`src/pkg/serial_nvm_params.svh`:
```
// Register map, field positions, reset values and timing counts
`ifndef SERIAL_NVM_PARAMS_SVH
`define SERIAL_NVM_PARAMS_SVH
// =========================================================
// Register offsets
`define SNM_ADDR_OPERAND 8'h00
`define SNM_ADDR_COMMAND 8'h04
`define SNM_ADDR_STATUS  8'h08
// =========================================================
// Field positions
`define SNM_F_CMD_HI     3
`define SNM_F_CMD_LO     0
`define SNM_F_HOLD_HI    5
`define SNM_F_HOLD_LO    4
`define SNM_F_DISCH      6
`define SNM_F_BUSY       0
`define SNM_F_RDATA_HI   15
`define SNM_F_RDATA_LO   8
// =========================================================
// Codes and reset values
`define SNM_HOLD_NONE    2'h0
`define SNM_HOLD_PROG    2'h1
`define SNM_HOLD_CFG     2'h2
`define SNM_CMD_CORE     4'h0
`define SNM_CMD_SHOUT    4'h2
`define SNM_RST_OPERAND  16'h0000
`define SNM_RST_COMMAND  7'h00
`define SNM_INSTR_BITS   20
`define SNM_RESP_OKAY    2'h0
`define SNM_RESP_SLVERR  2'h2
// =========================================================
// Timing
`define SNM_CLK_NS       10
`define SNM_HALF_NS      40
`define SNM_TURN_NS      40
`define SNM_PROG_HOLD_NS 1000000
`define SNM_CFG_HOLD_NS  5000000
`define SNM_DISCH_NS     100000
`define SNM_CYC(t)       (((t) + `SNM_CLK_NS - 1) / `SNM_CLK_NS)
`define SNM_HALF_CYC     `SNM_CYC(`SNM_HALF_NS)
`define SNM_TURN_CYC     `SNM_CYC(`SNM_TURN_NS)
`define SNM_PROG_CYC     `SNM_CYC(`SNM_PROG_HOLD_NS)
`define SNM_CFG_CYC      `SNM_CYC(`SNM_CFG_HOLD_NS)
`define SNM_DISCH_CYC    `SNM_CYC(`SNM_DISCH_NS)
`endif

```
`src/pkg/serial_nvm_pkg.sv`:
```
// Types shared by the serial programming controller
package serial_nvm_pkg;
	// =====================================================
	// Engine states
	typedef enum logic [2:0] {
		S_IDLE,
		S_HIGH,
		S_LOW,
		S_TURN,
		S_DISCH
	} state_e;
endpackage : serial_nvm_pkg
```
`src/core/serial_nvm_modify_sequencer.sv`:
```
// Host controller shifting serial programming instructions
//
// Our own choices: the address map and the AXI4-Lite slave port.
`timescale 1ns/1ps
`include "serial_nvm_params.svh"

// Notes on behaviour
// - Software reads an erase block, edits it, erases and rewrites it.
// - Software sets write enable before using write start.
// - Software polls control register via table latch until start clears.
// - After 1111, NOP 4th clock held high program time, then low.
// - Software repeats load and program until the erased block is rewritten.
// - After EEPROM write clears, clock low for discharge, then disable.
// - Every EEPROM byte repeats the full write sequence.
// - ID write: pointer at ID base, three 1101 loads then 1111.
// - ID bytes are erased before rewriting, as for code memory.
// - Pointer does not advance in config mode; load address each byte.
// - Config starts at pointer 300000h, then low byte 01h.
// - Odd config byte holds clock high for config program time.
// - Write all config bytes before setting config write protection.
// - Each instruction is 4 command bits then 16 operand bits.
// - Host drives bits on rising clock, LSB first; device latches falling.
// - After programming ends the clock stays low for discharge time.
module serial_nvm_modify_sequencer #(
	parameter int unsigned HALF_CYC  = `SNM_HALF_CYC,
	parameter int unsigned TURN_CYC  = `SNM_TURN_CYC,
	parameter int unsigned PROG_CYC  = `SNM_PROG_CYC,
	parameter int unsigned CFG_CYC   = `SNM_CFG_CYC,
	parameter int unsigned DISCH_CYC = `SNM_DISCH_CYC
) (
	input  wire logic        aclk,
	input  wire logic        aresetn,
	input  wire logic [7:0]  s_awaddr,
	input  wire logic        s_awvalid,
	output logic             s_awready,
	input  wire logic [31:0] s_wdata,
	input  wire logic [3:0]  s_wstrb,
	input  wire logic        s_wvalid,
	output logic             s_wready,
	output logic [1:0]       s_bresp,
	output logic             s_bvalid,
	input  wire logic        s_bready,
	input  wire logic [7:0]  s_araddr,
	input  wire logic        s_arvalid,
	output logic             s_arready,
	output logic [31:0]      s_rdata,
	output logic [1:0]       s_rresp,
	output logic             s_rvalid,
	input  wire logic        s_rready,
	output logic             prog_serial_clock,
	input  wire logic        prog_serial_line_in,
	output logic             prog_serial_line_out,
	output logic             prog_serial_line_oe
);
	// =====================================================
	// Declarations
	serial_nvm_pkg::state_e st_r;
	logic        aw_have_r;
	logic        w_have_r;
	logic [7:0]  awaddr_r;
	logic [31:0] wdata_r;
	logic [3:0]  wstrb_r;
	logic [15:0] operand_r;
	logic [6:0]  command_r;
	logic        go_r;
	logic        busy_r;
	logic [19:0] sh_r;
	logic [4:0]  bit_r;
	logic [31:0] tmr_r;
	logic [1:0]  hold_r;
	logic        disch_r;
	logic [7:0]  rd_r;
	logic        sync1_r;
	logic        sync2_r;

	// =====================================================
	// Bus decode
	wire aw_fire   = s_awvalid && s_awready;
	wire w_fire    = s_wvalid && s_wready;
	wire ar_fire   = s_arvalid && s_arready;
	wire wr_do     = aw_have_r && w_have_r && !s_bvalid;
	wire aw_nxt    = (aw_have_r || aw_fire) && !wr_do;
	wire w_nxt     = (w_have_r || w_fire) && !wr_do;
	wire wr_opnd   = awaddr_r == `SNM_ADDR_OPERAND;
	wire wr_cmd    = awaddr_r == `SNM_ADDR_COMMAND;
	wire cmd_ok    = wr_cmd && !busy_r && wstrb_r[0];
	wire wr_ok     = wr_opnd || cmd_ok;
	wire rd_opnd   = s_araddr == `SNM_ADDR_OPERAND;
	wire rd_cmd    = s_araddr == `SNM_ADDR_COMMAND;
	wire rd_stat   = s_araddr == `SNM_ADDR_STATUS;
	wire rd_ok     = rd_opnd || rd_cmd || rd_stat;
	wire [31:0] stat_word = {16'h0000, rd_r, 7'h00, busy_r};
	wire [31:0] rd_word   = rd_opnd ? {16'h0000, operand_r} :
		rd_cmd ? {25'h0000000, command_r} :
		rd_stat ? stat_word : 32'h00000000;
	wire [15:0] opnd_nxt = {wstrb_r[1] ? wdata_r[15:8] : operand_r[15:8],
		wstrb_r[0] ? wdata_r[7:0] : operand_r[7:0]};
	// =====================================================
	// Engine decode
	wire tmr_end  = tmr_r == 32'h00000000;
	wire rd_op    = sh_r[3:0] == `SNM_CMD_SHOUT;
	wire hold_on  = hold_r != `SNM_HOLD_NONE && sh_r[3:0] == `SNM_CMD_CORE;
	wire [31:0] hold_len = (hold_r == `SNM_HOLD_CFG) ?
		32'(CFG_CYC - 1) : 32'(PROG_CYC - 1);
	wire [31:0] hi_next  = (bit_r == 5'h02 && hold_on) ?
		hold_len : 32'(HALF_CYC - 1);
	wire [31:0] lo_next  = (bit_r == 5'h03 && hold_on) ?
		32'(DISCH_CYC - 1) : 32'(HALF_CYC - 1);
	wire [4:0]  bit_inc  = bit_r + 5'h01;
	wire last_bit = bit_r == 5'(`SNM_INSTR_BITS - 1);
	wire turn_at  = rd_op && bit_r == 5'h0B;
	wire reading  = rd_op && bit_r >= 5'h0C;
	// =====================================================
	// Write channel
	always_ff @(posedge aclk)
	begin
		if (!aresetn)
		begin
			aw_have_r <= 1'b0;
			w_have_r  <= 1'b0;
			s_awready <= 1'b0;
			s_wready  <= 1'b0;
			s_bvalid  <= 1'b0;
			s_bresp   <= `SNM_RESP_OKAY;
			awaddr_r  <= 8'h00;
			wdata_r   <= 32'h00000000;
			wstrb_r   <= 4'h0;
			operand_r <= `SNM_RST_OPERAND;
			command_r <= `SNM_RST_COMMAND;
			go_r      <= 1'b0;
		end
		else
		begin
			aw_have_r <= aw_nxt;
			w_have_r  <= w_nxt;
			s_awready <= !aw_nxt;
			s_wready  <= !w_nxt;
			go_r      <= wr_do && cmd_ok;
			if (aw_fire)
				awaddr_r <= s_awaddr;
			if (w_fire)
			begin
				wdata_r <= s_wdata;
				wstrb_r <= s_wstrb;
			end
			if (wr_do && wr_opnd)
				operand_r <= opnd_nxt;
			if (wr_do && cmd_ok)
				command_r <= wdata_r[6:0];
			if (wr_do)
			begin
				s_bvalid <= 1'b1;
				s_bresp  <= wr_ok ? `SNM_RESP_OKAY : `SNM_RESP_SLVERR;
			end
			else if (s_bready)
				s_bvalid <= 1'b0;
		end
	end
	// =====================================================
	// Read channel
	always_ff @(posedge aclk)
	begin
		if (!aresetn)
		begin
			s_arready <= 1'b0;
			s_rvalid  <= 1'b0;
			s_rdata   <= 32'h00000000;
			s_rresp   <= `SNM_RESP_OKAY;
		end
		else
		begin
			s_arready <= !ar_fire && (!s_rvalid || s_rready);
			if (ar_fire)
			begin
				s_rvalid <= 1'b1;
				s_rdata  <= rd_word;
				s_rresp  <= rd_ok ? `SNM_RESP_OKAY : `SNM_RESP_SLVERR;
			end
			else if (s_rready)
				s_rvalid <= 1'b0;
		end
	end
	// =====================================================
	// Line synchroniser
	always_ff @(posedge aclk)
	begin
		if (!aresetn)
		begin
			sync1_r <= 1'b0;
			sync2_r <= 1'b0;
		end
		else
		begin
			sync1_r <= prog_serial_line_in;
			sync2_r <= sync1_r;
		end
	end
	// =====================================================
	// Serial engine
	always_ff @(posedge aclk)
	begin
		if (!aresetn)
		begin
			st_r                 <= serial_nvm_pkg::S_IDLE;
			busy_r               <= 1'b0;
			sh_r                 <= 20'h00000;
			bit_r                <= 5'h00;
			tmr_r                <= 32'h00000000;
			hold_r               <= `SNM_HOLD_NONE;
			disch_r              <= 1'b0;
			rd_r                 <= 8'h00;
			prog_serial_clock    <= 1'b0;
			prog_serial_line_out <= 1'b0;
			prog_serial_line_oe  <= 1'b0;
		end
		else
		begin
			if (wr_do && cmd_ok)
				busy_r <= 1'b1;
			if (st_r != serial_nvm_pkg::S_IDLE)
				tmr_r <= tmr_r - 32'h00000001;
			case (st_r)
				serial_nvm_pkg::S_IDLE:
					if (go_r)
					begin
						sh_r    <= {operand_r, command_r[`SNM_F_CMD_HI:`SNM_F_CMD_LO]};
						hold_r  <= command_r[`SNM_F_HOLD_HI:`SNM_F_HOLD_LO];
						disch_r <= command_r[`SNM_F_DISCH];
						bit_r   <= 5'h00;
						if (command_r[`SNM_F_DISCH])
						begin
							st_r  <= serial_nvm_pkg::S_DISCH;
							tmr_r <= 32'(DISCH_CYC - 1);
						end
						else
						begin
							st_r                 <= serial_nvm_pkg::S_HIGH;
							tmr_r                <= 32'(HALF_CYC - 1);
							prog_serial_clock    <= 1'b1;
							prog_serial_line_oe  <= 1'b1;
							prog_serial_line_out <= command_r[0];
						end
					end
				serial_nvm_pkg::S_HIGH:
					if (tmr_end)
					begin
						prog_serial_clock <= 1'b0;
						st_r              <= serial_nvm_pkg::S_LOW;
						tmr_r             <= lo_next;
						if (reading)
							rd_r <= {sync2_r, rd_r[7:1]};
					end
				serial_nvm_pkg::S_LOW, serial_nvm_pkg::S_TURN:
					if (tmr_end)
					begin
						if (last_bit)
						begin
							st_r                <= serial_nvm_pkg::S_IDLE;
							busy_r              <= 1'b0;
							prog_serial_line_oe <= 1'b0;
						end
						else if (turn_at && st_r == serial_nvm_pkg::S_LOW)
						begin
							st_r                <= serial_nvm_pkg::S_TURN;
							tmr_r               <= 32'(TURN_CYC - 1);
							prog_serial_line_oe <= 1'b0;
						end
						else
						begin
							st_r              <= serial_nvm_pkg::S_HIGH;
							bit_r             <= bit_inc;
							tmr_r             <= hi_next;
							prog_serial_clock <= 1'b1;
							prog_serial_line_out <= sh_r[bit_inc];
						end
					end
				serial_nvm_pkg::S_DISCH:
					if (tmr_end)
					begin
						st_r   <= serial_nvm_pkg::S_IDLE;
						busy_r <= 1'b0;
					end
				default:
					st_r <= serial_nvm_pkg::S_IDLE;
			endcase
		end
	end
	// =====================================================
	// Checks
	logic [31:0] hc_r;
	logic [31:0] lc_r;
	logic [4:0]  rc_r;
	logic        clk_q_r;
	always_ff @(posedge aclk)
	begin
		if (!aresetn)
		begin
			hc_r    <= 32'h00000000;
			lc_r    <= 32'h00000000;
			rc_r    <= 5'h00;
			clk_q_r <= 1'b0;
		end
		else
		begin
			clk_q_r <= prog_serial_clock;
			hc_r <= prog_serial_clock ? hc_r + 32'h00000001 : 32'h00000000;
			lc_r <= (prog_serial_clock || go_r) ? 32'h00000000 :
				lc_r + 32'h00000001;
			if (st_r == serial_nvm_pkg::S_IDLE)
				rc_r <= 5'h00;
			else if (prog_serial_clock && !clk_q_r)
				rc_r <= rc_r + 5'h01;
		end
	end
endmodule : serial_nvm_modify_sequencer

```
`config.mk`:
```
export PLATFORM = sky130hd
export DESIGN_NAME = serial_nvm_modify_sequencer
export DESIGN_NICKNAME = d
export VERILOG_FILES = /design/src/pkg/serial_nvm_pkg.sv /design/src/core/serial_nvm_modify_sequencer.sv
export VERILOG_INCLUDE_DIRS = /design/src /design/src/pkg
export SDC_FILE = /design/constraint.sdc
export NUM_CORES = 1
export LEC_CHECK = 0
export BUFFER_PORTS_ARGS = -buffer_cell sky130_fd_sc_hd__buf_2
export CORE_AREA = 2 2 119 121
export DETAILED_ROUTE_END_ITERATION = 12
export DIE_AREA = 0 0 121 123
export GPL_TIMING_DRIVEN = 0
export PLACE_DENSITY_LB_ADDON = 0.1
export RECOVER_POWER = 25
export SETUP_SLACK_MARGIN = 0.15
export SYNTH_ARGS = -nofsm -noshare
export SYNTH_HDL_FRONTEND = slang
export SYNTH_SLANG_ARGS = --single-unit
export TNS_END_PERCENT = 20
```
`constraint.sdc`:
```
create_clock -name aclk -period 2.45 [get_ports aclk]
set_clock_uncertainty 0.2 [all_clocks]
set_input_delay 0.245 -clock aclk [delete_from_list [all_inputs] [get_ports aclk]]
set_output_delay 0.245 -clock aclk [all_outputs]
set_load 0.03 [all_outputs]
```
==> metrics.md, run 1 <==
| Metric | Value |
|---|---|
| DIE AREA | 14880 um2 |
| Clk root buf | clkbuf_16 |
| Final ANT Viol Nets | 0 |
| Crit. End Element | flip-flop |
| Total GRT Usage | 26.45% |
| GRT met2 Usage | 46.14% |
| Reg2reg path depth | 7 |
| Starting Density | 51.39% |
| Hold slack | 0.03952 ns |
| Crit path largest cell delay | 0.47 ns |
| Rows | 43 |
| Synth Area per Inst | 8.240 um2 |
| Leakage power | 3.505 nW |
| Sink Count | 151 |
| CP max FO | 5 |
| Pwr/cell area | 1082 nW/um2 |
| Storage cell area | 3040 um2 |
| First-pass GRT wire length | 31.06 mm |
| Boundary Pins | 104 |
| Critical path data required time | 2.57 ns |
| Distinct cells, synth | 72 |
| Final Max Slew Viols | 0 |
| Gp weighted congestion | 0.8664 |
| Initial antenna violation count | 0 |
| Global routing usage on met1 | 32.65% |
| Area of the multi-input gates | 3909 um2 |
| Min setup slack post-route | -0.05549 ns |
| Fin nets | 1076 |
| WL per Instance | 16.27 um |
| Port Buffers | 66 |
| WL final | 19.58 mm |
| Syn Inst Count | 849 |
| Max Fclk | 399.1 MHz |
| CTS H-Tree Depth | 4 |
| Minimum clock period | 2.505 ns |
| Post-Place Setup Slack | -0.2864 ns |
| Pre-Repair DR Iteration Count | 5 |
| Ys async rst share | 0% |
| Die width | 121 um |
| Largest net degree at the start of global routing | 17 |
| Most frequent cells in the layout | nand2_1, dfxtp_1, a21oi_1, nor2_1, clkbuf_1 |
| Most common cell after layout, fill and taps aside | nand2_1 |
| WP buf/inv | 1 |
| Total CTS buffers | 17 |
| CP delay by family, top | simple AND/OR/NAND/NOR gates |
| Met3 usage | 4.935% |
| Area Overhead vs Synth | 30.84% |
| Seq/Total Area, Yosys | 43.21% |
| ANT cells | 0 |
| Main flop type after synthesis | dfxtp_1 |
| CP arrival | 2.63 ns |
| Failing checks | negative setup slack |
| Max-Cap Viols | 0 |
| RSZ-0062 raised after global routing | yes |
| Ys Warns | 0 |
| Max clock buf depth | 2 |
| Vias | 6683 |
| Status | finished with violations |
| Residual DRC | 0 |
| Clock Pin Slew Worst Setup and Hold Paths | 0.06 ns |
| Worst path cell trace | nor4_4 -> buf_4 -> nand4_4 -> or4_4 -> or3_4 -> xnor2_1 -> o211a_1 |
| Synthesized area | 6995 um2 |
| Final hold violation count | 0 |
| Vias in the first global route | 6276 |
| Most Crowded Layer GR | met2 |
| Filler cell count | 1144 |
| Die H | 123 um |
| CTS tree | done |
| Crit-path slowest cell | or4_4 |
| Post-DP HPWL | 13.01 mm |
| DRT iter0 DRCs | 417 |
| Number of flops mapped to enable cells by yosys | 0 |
| Worst rel slew slack | 25.27% |
| Slew @ Worst Pin | 1.118 ns |
| Final period utilization | 102.3% |
| Overflow after GRT | 0 |
| Worst Setup Path Type | reg2reg |
| Hold Path Depth | 3 |
| Clk_lat worst skew | 0.42 ns |
| Final setup fails | 10 |
| Hold WC Path Type | in2reg |
| Layout cell share with drive strength beyond 1 | 20.82% |
| Yosys reg bits | 151 |
| Core area | 13610 um2 |
| Critical Path Source Type | flip-flop |
| Via/cell ratio | 5.555 |
| Worst vdd ir | 0.8780 mV |
| Stages on worst setup path | 7 |
## final timing paths
check,from,endpoint,slack [ns]
min,s_awvalid,awaddr_r[6]$_SDFFE_PN0P_,0.04
min reg2reg,sh_r[5]$_SDFFE_PN0P_,sh_r[5]$_SDFFE_PN0P_,0.25
max reg2reg,tmr_r[4]$_SDFF_PN0_,tmr_r[13]$_SDFF_PN0_,-0.06
max,tmr_r[4]$_SDFF_PN0_,tmr_r[13]$_SDFF_PN0_,-0.06
## cells in the mapped netlist (10+ instances only)
cell type	n	area share, %
nand2_1	169	9.1
buf_4	20	2.1
o21ai_0	16	1.1
nor4_1	10	0.89
a21oi_1	96	6.9
nand3_1	35	2.5
nor3_1	30	2.1
or3_1	12	1.1
clkbuf_1	37	2.0
dfxtp_1	151	43
mux2i_1	28	4.0
nor2_1	72	3.9
inv_1	18	0.97
## area by class of cell
cell class                 count  area share (%)
inverter                      20          0.8612
timing repair buffer         127           9.761
sequential                   151           33.22
buffer                        70           5.031
clock inverter                10           1.080
tap                          180           2.461
multi-input combinational    625           42.71
clock buffer                  20           4.880
## worst register-to-register path: cells and delay by family, from the launching register on
kind	cells	cell delay, ns
DFF	1	0.36
xor gates and xnor gates	1	0.13
buffers and inverters	1	0.19
and+or+nand+nor	4	1.31
AOI/OAI and AO/OA	1	0.20
## layer usage
metal | routed length [um] | vias to the layer above | share of wire, %
met2 | 9768 | 218 | 50
li1 | - | 3278 | -
met4 | 459 | 0 | 2.3
met5 | 0 | - | 0
met3 | 1039 | 37 | 5.3
met1 | 8308 | 3150 | 42
## state kept, by name (all words and copies together) (netlist names), 2 cells and up
signal,cells
sh_r,20
operand_r,16
st_r,3
hold_r,2
command_r,7
awaddr_r,8
bit_r,5
wstrb_r,2
tmr_r,32
wdata_r,16
rd_r,8
s_rdata,16
## per-stage QoR
| step | TNS, ns | cells | cell area [um2] | utilization, % | power, mW |
|---|---|---|---|---|---|
| 2_1_floorplan | 0 | 866 | 7066 | - | 5.234 |
| 3_3_place_gp | -6.643 | 1112 | 7621 | 55.99 | 5.920 |
| 3_5_place_dp | -6.035 | 1112 | 7621 | 55.99 | 5.927 |
| 4_1_cts | -1.038 | 1190 | 8796 | 64.62 | 9.146 |
| 5_1_grt | -1.033 | 1203 | 9153 | 67.24 | 10.41 |
| 6_report | -0.2021 | 1203 | 9153 | 67.24 | 9.908 |
## kinds of logic (layout without fill, tap and decap cells)
group | Yosys count | after routing | share of synthesized area (%)
multiplexers | 33 | 33 | 5.616
AND/OR/NAND/NOR | 379 | 379 | 25.58
buffers and inverters | 90 | 247 | 6.921
adder cells (fa/ha/maj) | 4 | 4 | 0.7155
flip-flops | 151 | 151 | 43.21
XOR/XNOR | 11 | 11 | 1.377
other | 1 | 18 | 0.05361
AO/OA/AOI/OAI | 180 | 180 | 16.53
## what timing repair did
item | CTS | global route
setup endpoints to repair | 52 | 81
resized for setup | 40 | 66
endpoints found under the hold margin | 31 | 0
hold buffers | 30 | 0
pin swaps | 17 | 33
setup buffers | 16 | 13
gates cloned | 2 | 0
## power breakdown
part	internal [mW]	switching, mW
clock network	1.42	1.04
logic	2.18	2.45
registers	2.63	0.193
total	6.23	3.68
No activity file was read; power rests on OpenSTA's default activity.
==> run 2, diff against run 1 <==
--- a/config.mk
+++ b/config.mk
@@ -12,7 +12,7 @@
 export DIE_AREA = 0 0 121 123
 export GPL_TIMING_DRIVEN = 0
 export PLACE_DENSITY_LB_ADDON = 0.1
-export RECOVER_POWER = 25
+export RECOVER_POWER = 50
 export SETUP_SLACK_MARGIN = 0.15
 export SYNTH_ARGS = -nofsm -noshare
 export SYNTH_HDL_FRONTEND = slang
==> run 2 against run 1 <==
Compared with the run above: the run still ends with negative setup slack left; count of clock-buffer cells in the layout is the same; sequential share of layout area grew 0.055 points; non-clock buffer count is the same; combinational power is essentially flat; final cell count is the same; die area is the same; via count is essentially flat; register-to-register slack is essentially flat; utilization shrank 0.11 points; critical path depth is the same; sequential cell count is the same; critical endpoint unchanged; largest power group unchanged; highest routed layer unchanged.
==> metrics.md, run 2 (synthesis results as in run 1) <==
| Metric | Value |
|---|---|
| Clock Pin Slew Worst Setup and Hold Paths | 0.06 ns (about the same) |
| Worst vdd ir | 0.8851 mV (+0.81%) |
| CP delay by family, top | simple AND/OR/NAND/NOR gates |
| Storage cell area | 3040 um2 (unchanged) |
| Tot Pwr | 9.924 mW (+0.16%) |
| Clock Power Share | 24.8% (about the same) |
| WP buf/inv | 1 (unchanged) |
| RSZ-0062 raised after global routing | yes |
| Max Fclk | 399.1 MHz (about the same) |
| Final period utilization | 102.3% (about the same) |
| Net Sw Frac | 37.20% (+0.098 points) |
| Port Buffers | 66 (unchanged) |
| Crit-path slowest cell | or4_4 |
| Area of the multi-input gates | 3906 um2 (about the same) |
| Overflow after GRT | 0 (unchanged) |
| Largest regs | tmr_r x32, sh_r x20 |
| Die H | 123 um (unchanged) |
| Final ANT Viol Nets | 0 (unchanged) |
| Comb pwr share | 46.7% (about the same) |
| Seq pwr share | 28.5% (about the same) |
| DIE AREA | 14880 um2 (unchanged) |
| WL final | 19.58 mm (about the same) |
| Hold slack | 0.04046 ns (+0.0009366 ns) |
| CTS tree | done |
| Boundary Pins | 104 (unchanged) |
| Rows | 43 (unchanged) |
| Post-DP HPWL | 13.01 mm (unchanged) |
| Total GRT Usage | 26.45% (unchanged) |
| Max-Cap Viols | 0 (unchanged) |
| Clk_lat worst skew | 0.42 ns (about the same) |
| Most frequent cells in the layout | nand2_1, dfxtp_1, a21oi_1, nor2_1, clkbuf_1 |
| R2R Setup Slk | -0.06 ns (about the same) |
| Fin area | 9138 um2 (-0.16%) |
| Worst rel slew slack | 25.95% (+0.67 points) |
| Worst path cell trace | nor4_4 -> buf_4 -> nand4_4 -> or4_4 -> or3_4 -> xnor2_1 -> o211a_1 |
| CP max FO | 5 (unchanged) |
| Min setup slack post-route | -0.05546 ns (+0.00003180 ns) |
| Vias | 6681 (-0.030%) |
| Crit path largest cell delay | 0.47 ns (about the same) |
| WL per Instance | 16.28 um (about the same) |
| Sink Count | 151 (unchanged) |
| Minimum clock period | 2.505 ns (-0.00003180 ns) |
| CTS H-Tree Depth | 4 (unchanged) |
| Status | finished with violations |
| Psw | 3.692 mW (+0.43%) |
| Total CTS buffers | 17 (unchanged) |
| Residual DRC | 0 (unchanged) |
| Core area | 13610 um2 (unchanged) |
| Final hold violation count | 0 (unchanged) |
| Clk root buf | clkbuf_16 |
| Filler cell count | 1148 (+0.35%) |
| Layout cell share with drive strength beyond 1 | 20.43% (-0.39 points) |
| Die width | 121 um (unchanged) |
| Area Overhead vs Synth | 30.62% |
| Crit. End Element | flip-flop |
| Worst Setup Path Type | reg2reg |
| Largest net degree at the start of global routing | 17 (unchanged) |
| Slew @ Worst Pin | 1.108 ns (-0.01008 ns) |
| Pwr/cell area | 1086 nW/um2 (+0.33%) |
| Via/cell ratio | 5.554 (about the same) |
| Gp weighted congestion | 0.8664 (unchanged) |
| CP arrival | 2.63 ns (about the same) |
| Final Max Slew Viols | 0 (unchanged) |
| Max clock buf depth | 2 (unchanged) |
| Failing checks | negative setup slack |
| Final setup fails | 11 (+1) |
| Max FFs per register | 32 (unchanged) |
| Leakage power | 3.492 nW (-0.38%) |
| Critical path data required time | 2.57 ns (about the same) |
| Cell-internal power | 6.232 mW (about the same) |
| ANT cells | 0 (unchanged) |
| Starting Density | 51.39% (unchanged) |
| Hold WC Path Type | in2reg |
| Critical Path Source Type | flip-flop |
| Initial antenna violation count | 0 (unchanged) |
| Most common cell after layout, fill and taps aside | nand2_1 |
| Fin nets | 1076 (unchanged) |
| Largest Register | tmr_r |
| Vias in the first global route | 6276 (unchanged) |
| Pre-Repair DR Iteration Count | 7 (+2) |
| DRT iter0 DRCs | 413 (-0.96%) |
| Post-DP Area | 7621 um2 (unchanged) |
| First-pass GRT wire length | 31.06 mm (unchanged) |
-- run 2: path summary, 6_finish.rpt --
| check | endpoint | depth (start not counted) | start |
|---|---|---|---|
| setup / recovery | tmr_r[13]$_SDFF_PN0_ | 7 | tmr_r[4]$_SDFF_PN0_ |
| hold reg to reg | sh_r[5]$_SDFFE_PN0P_ | 2 | sh_r[5]$_SDFFE_PN0P_ |
| hold / removal | awaddr_r[6]$_SDFFE_PN0P_ | 3 | s_awvalid |
| setup reg to reg | tmr_r[13]$_SDFF_PN0_ | 7 | tmr_r[4]$_SDFF_PN0_ |
-- run 2: worst register-to-register path, stage by stage (launching register included) --
cell     delay (ns)
dfxtp_4        0.36
nor4_4         0.37
buf_4          0.19
nand4_4        0.13
or4_4          0.47
or3_4          0.34
xnor2_1        0.13
o211a_1        0.20
-- run 2: routing by layer --
metal / wire, um / up-vias / global-route usage (%)
li1: - / 3278 / -
met1: 8343 / 3141 / 32.65
met2: 9796 / 223 / 46.14
met3: 986 / 39 / 4.935
met4: 454 / 0 / 9.593
met5: 0 / - / 0
-- run 2: cell type report --
class	count	area share [%]
Inverter	20	0.8627
Clock inverter	10	1.082
Clock buffer	20	4.888
Tap cell	180	2.465
Timing Repair Buffer	127	9.763
Sequential cell	151	33.27
Multi-Input combinational cell	625	42.75
Buffer	70	4.916
-- run 2: power groups by stage --
stage | Sequential (mW) | Clock (mW) | Combinational, mW
4_1_cts | 2.80 | 2.49 | 3.86
5_1_grt | 2.85 | 2.59 | 4.96
3_3_place_gp | 2.84 | 0 | 3.08
2_1_floorplan | 2.88 | 0 | 2.35
3_5_place_dp | 2.85 | 0 | 3.08
6_report | 2.83 | 2.46 | 4.64
-- run 2: repair_timing --
| action | in CTS | in global routing |
|---|---|---|
| cloned | 2 | 0 |
| endpoints found under the hold margin | 31 | 0 |
| gates resized for setup | 40 | 66 |
| hold buffers | 30 | 0 |
| setup endpoints to repair | 52 | 81 |
| buffers inserted | 16 | 13 |
| pin swaps | 17 | 33 |
-- run 2: per-stage QoR --
stage                     setup slack, ns  cells  util [%]  TNS, ns
after floorplan                    0.1068    866         -        0
after global placement            -0.3058   1112     55.99   -6.643
after detailed placement          -0.2864   1112     55.99   -6.035
after CTS                        -0.08972   1190     64.62   -1.038
after global routing              -0.1147   1203     67.13   -1.055
final                            -0.05546   1203     67.13  -0.2269
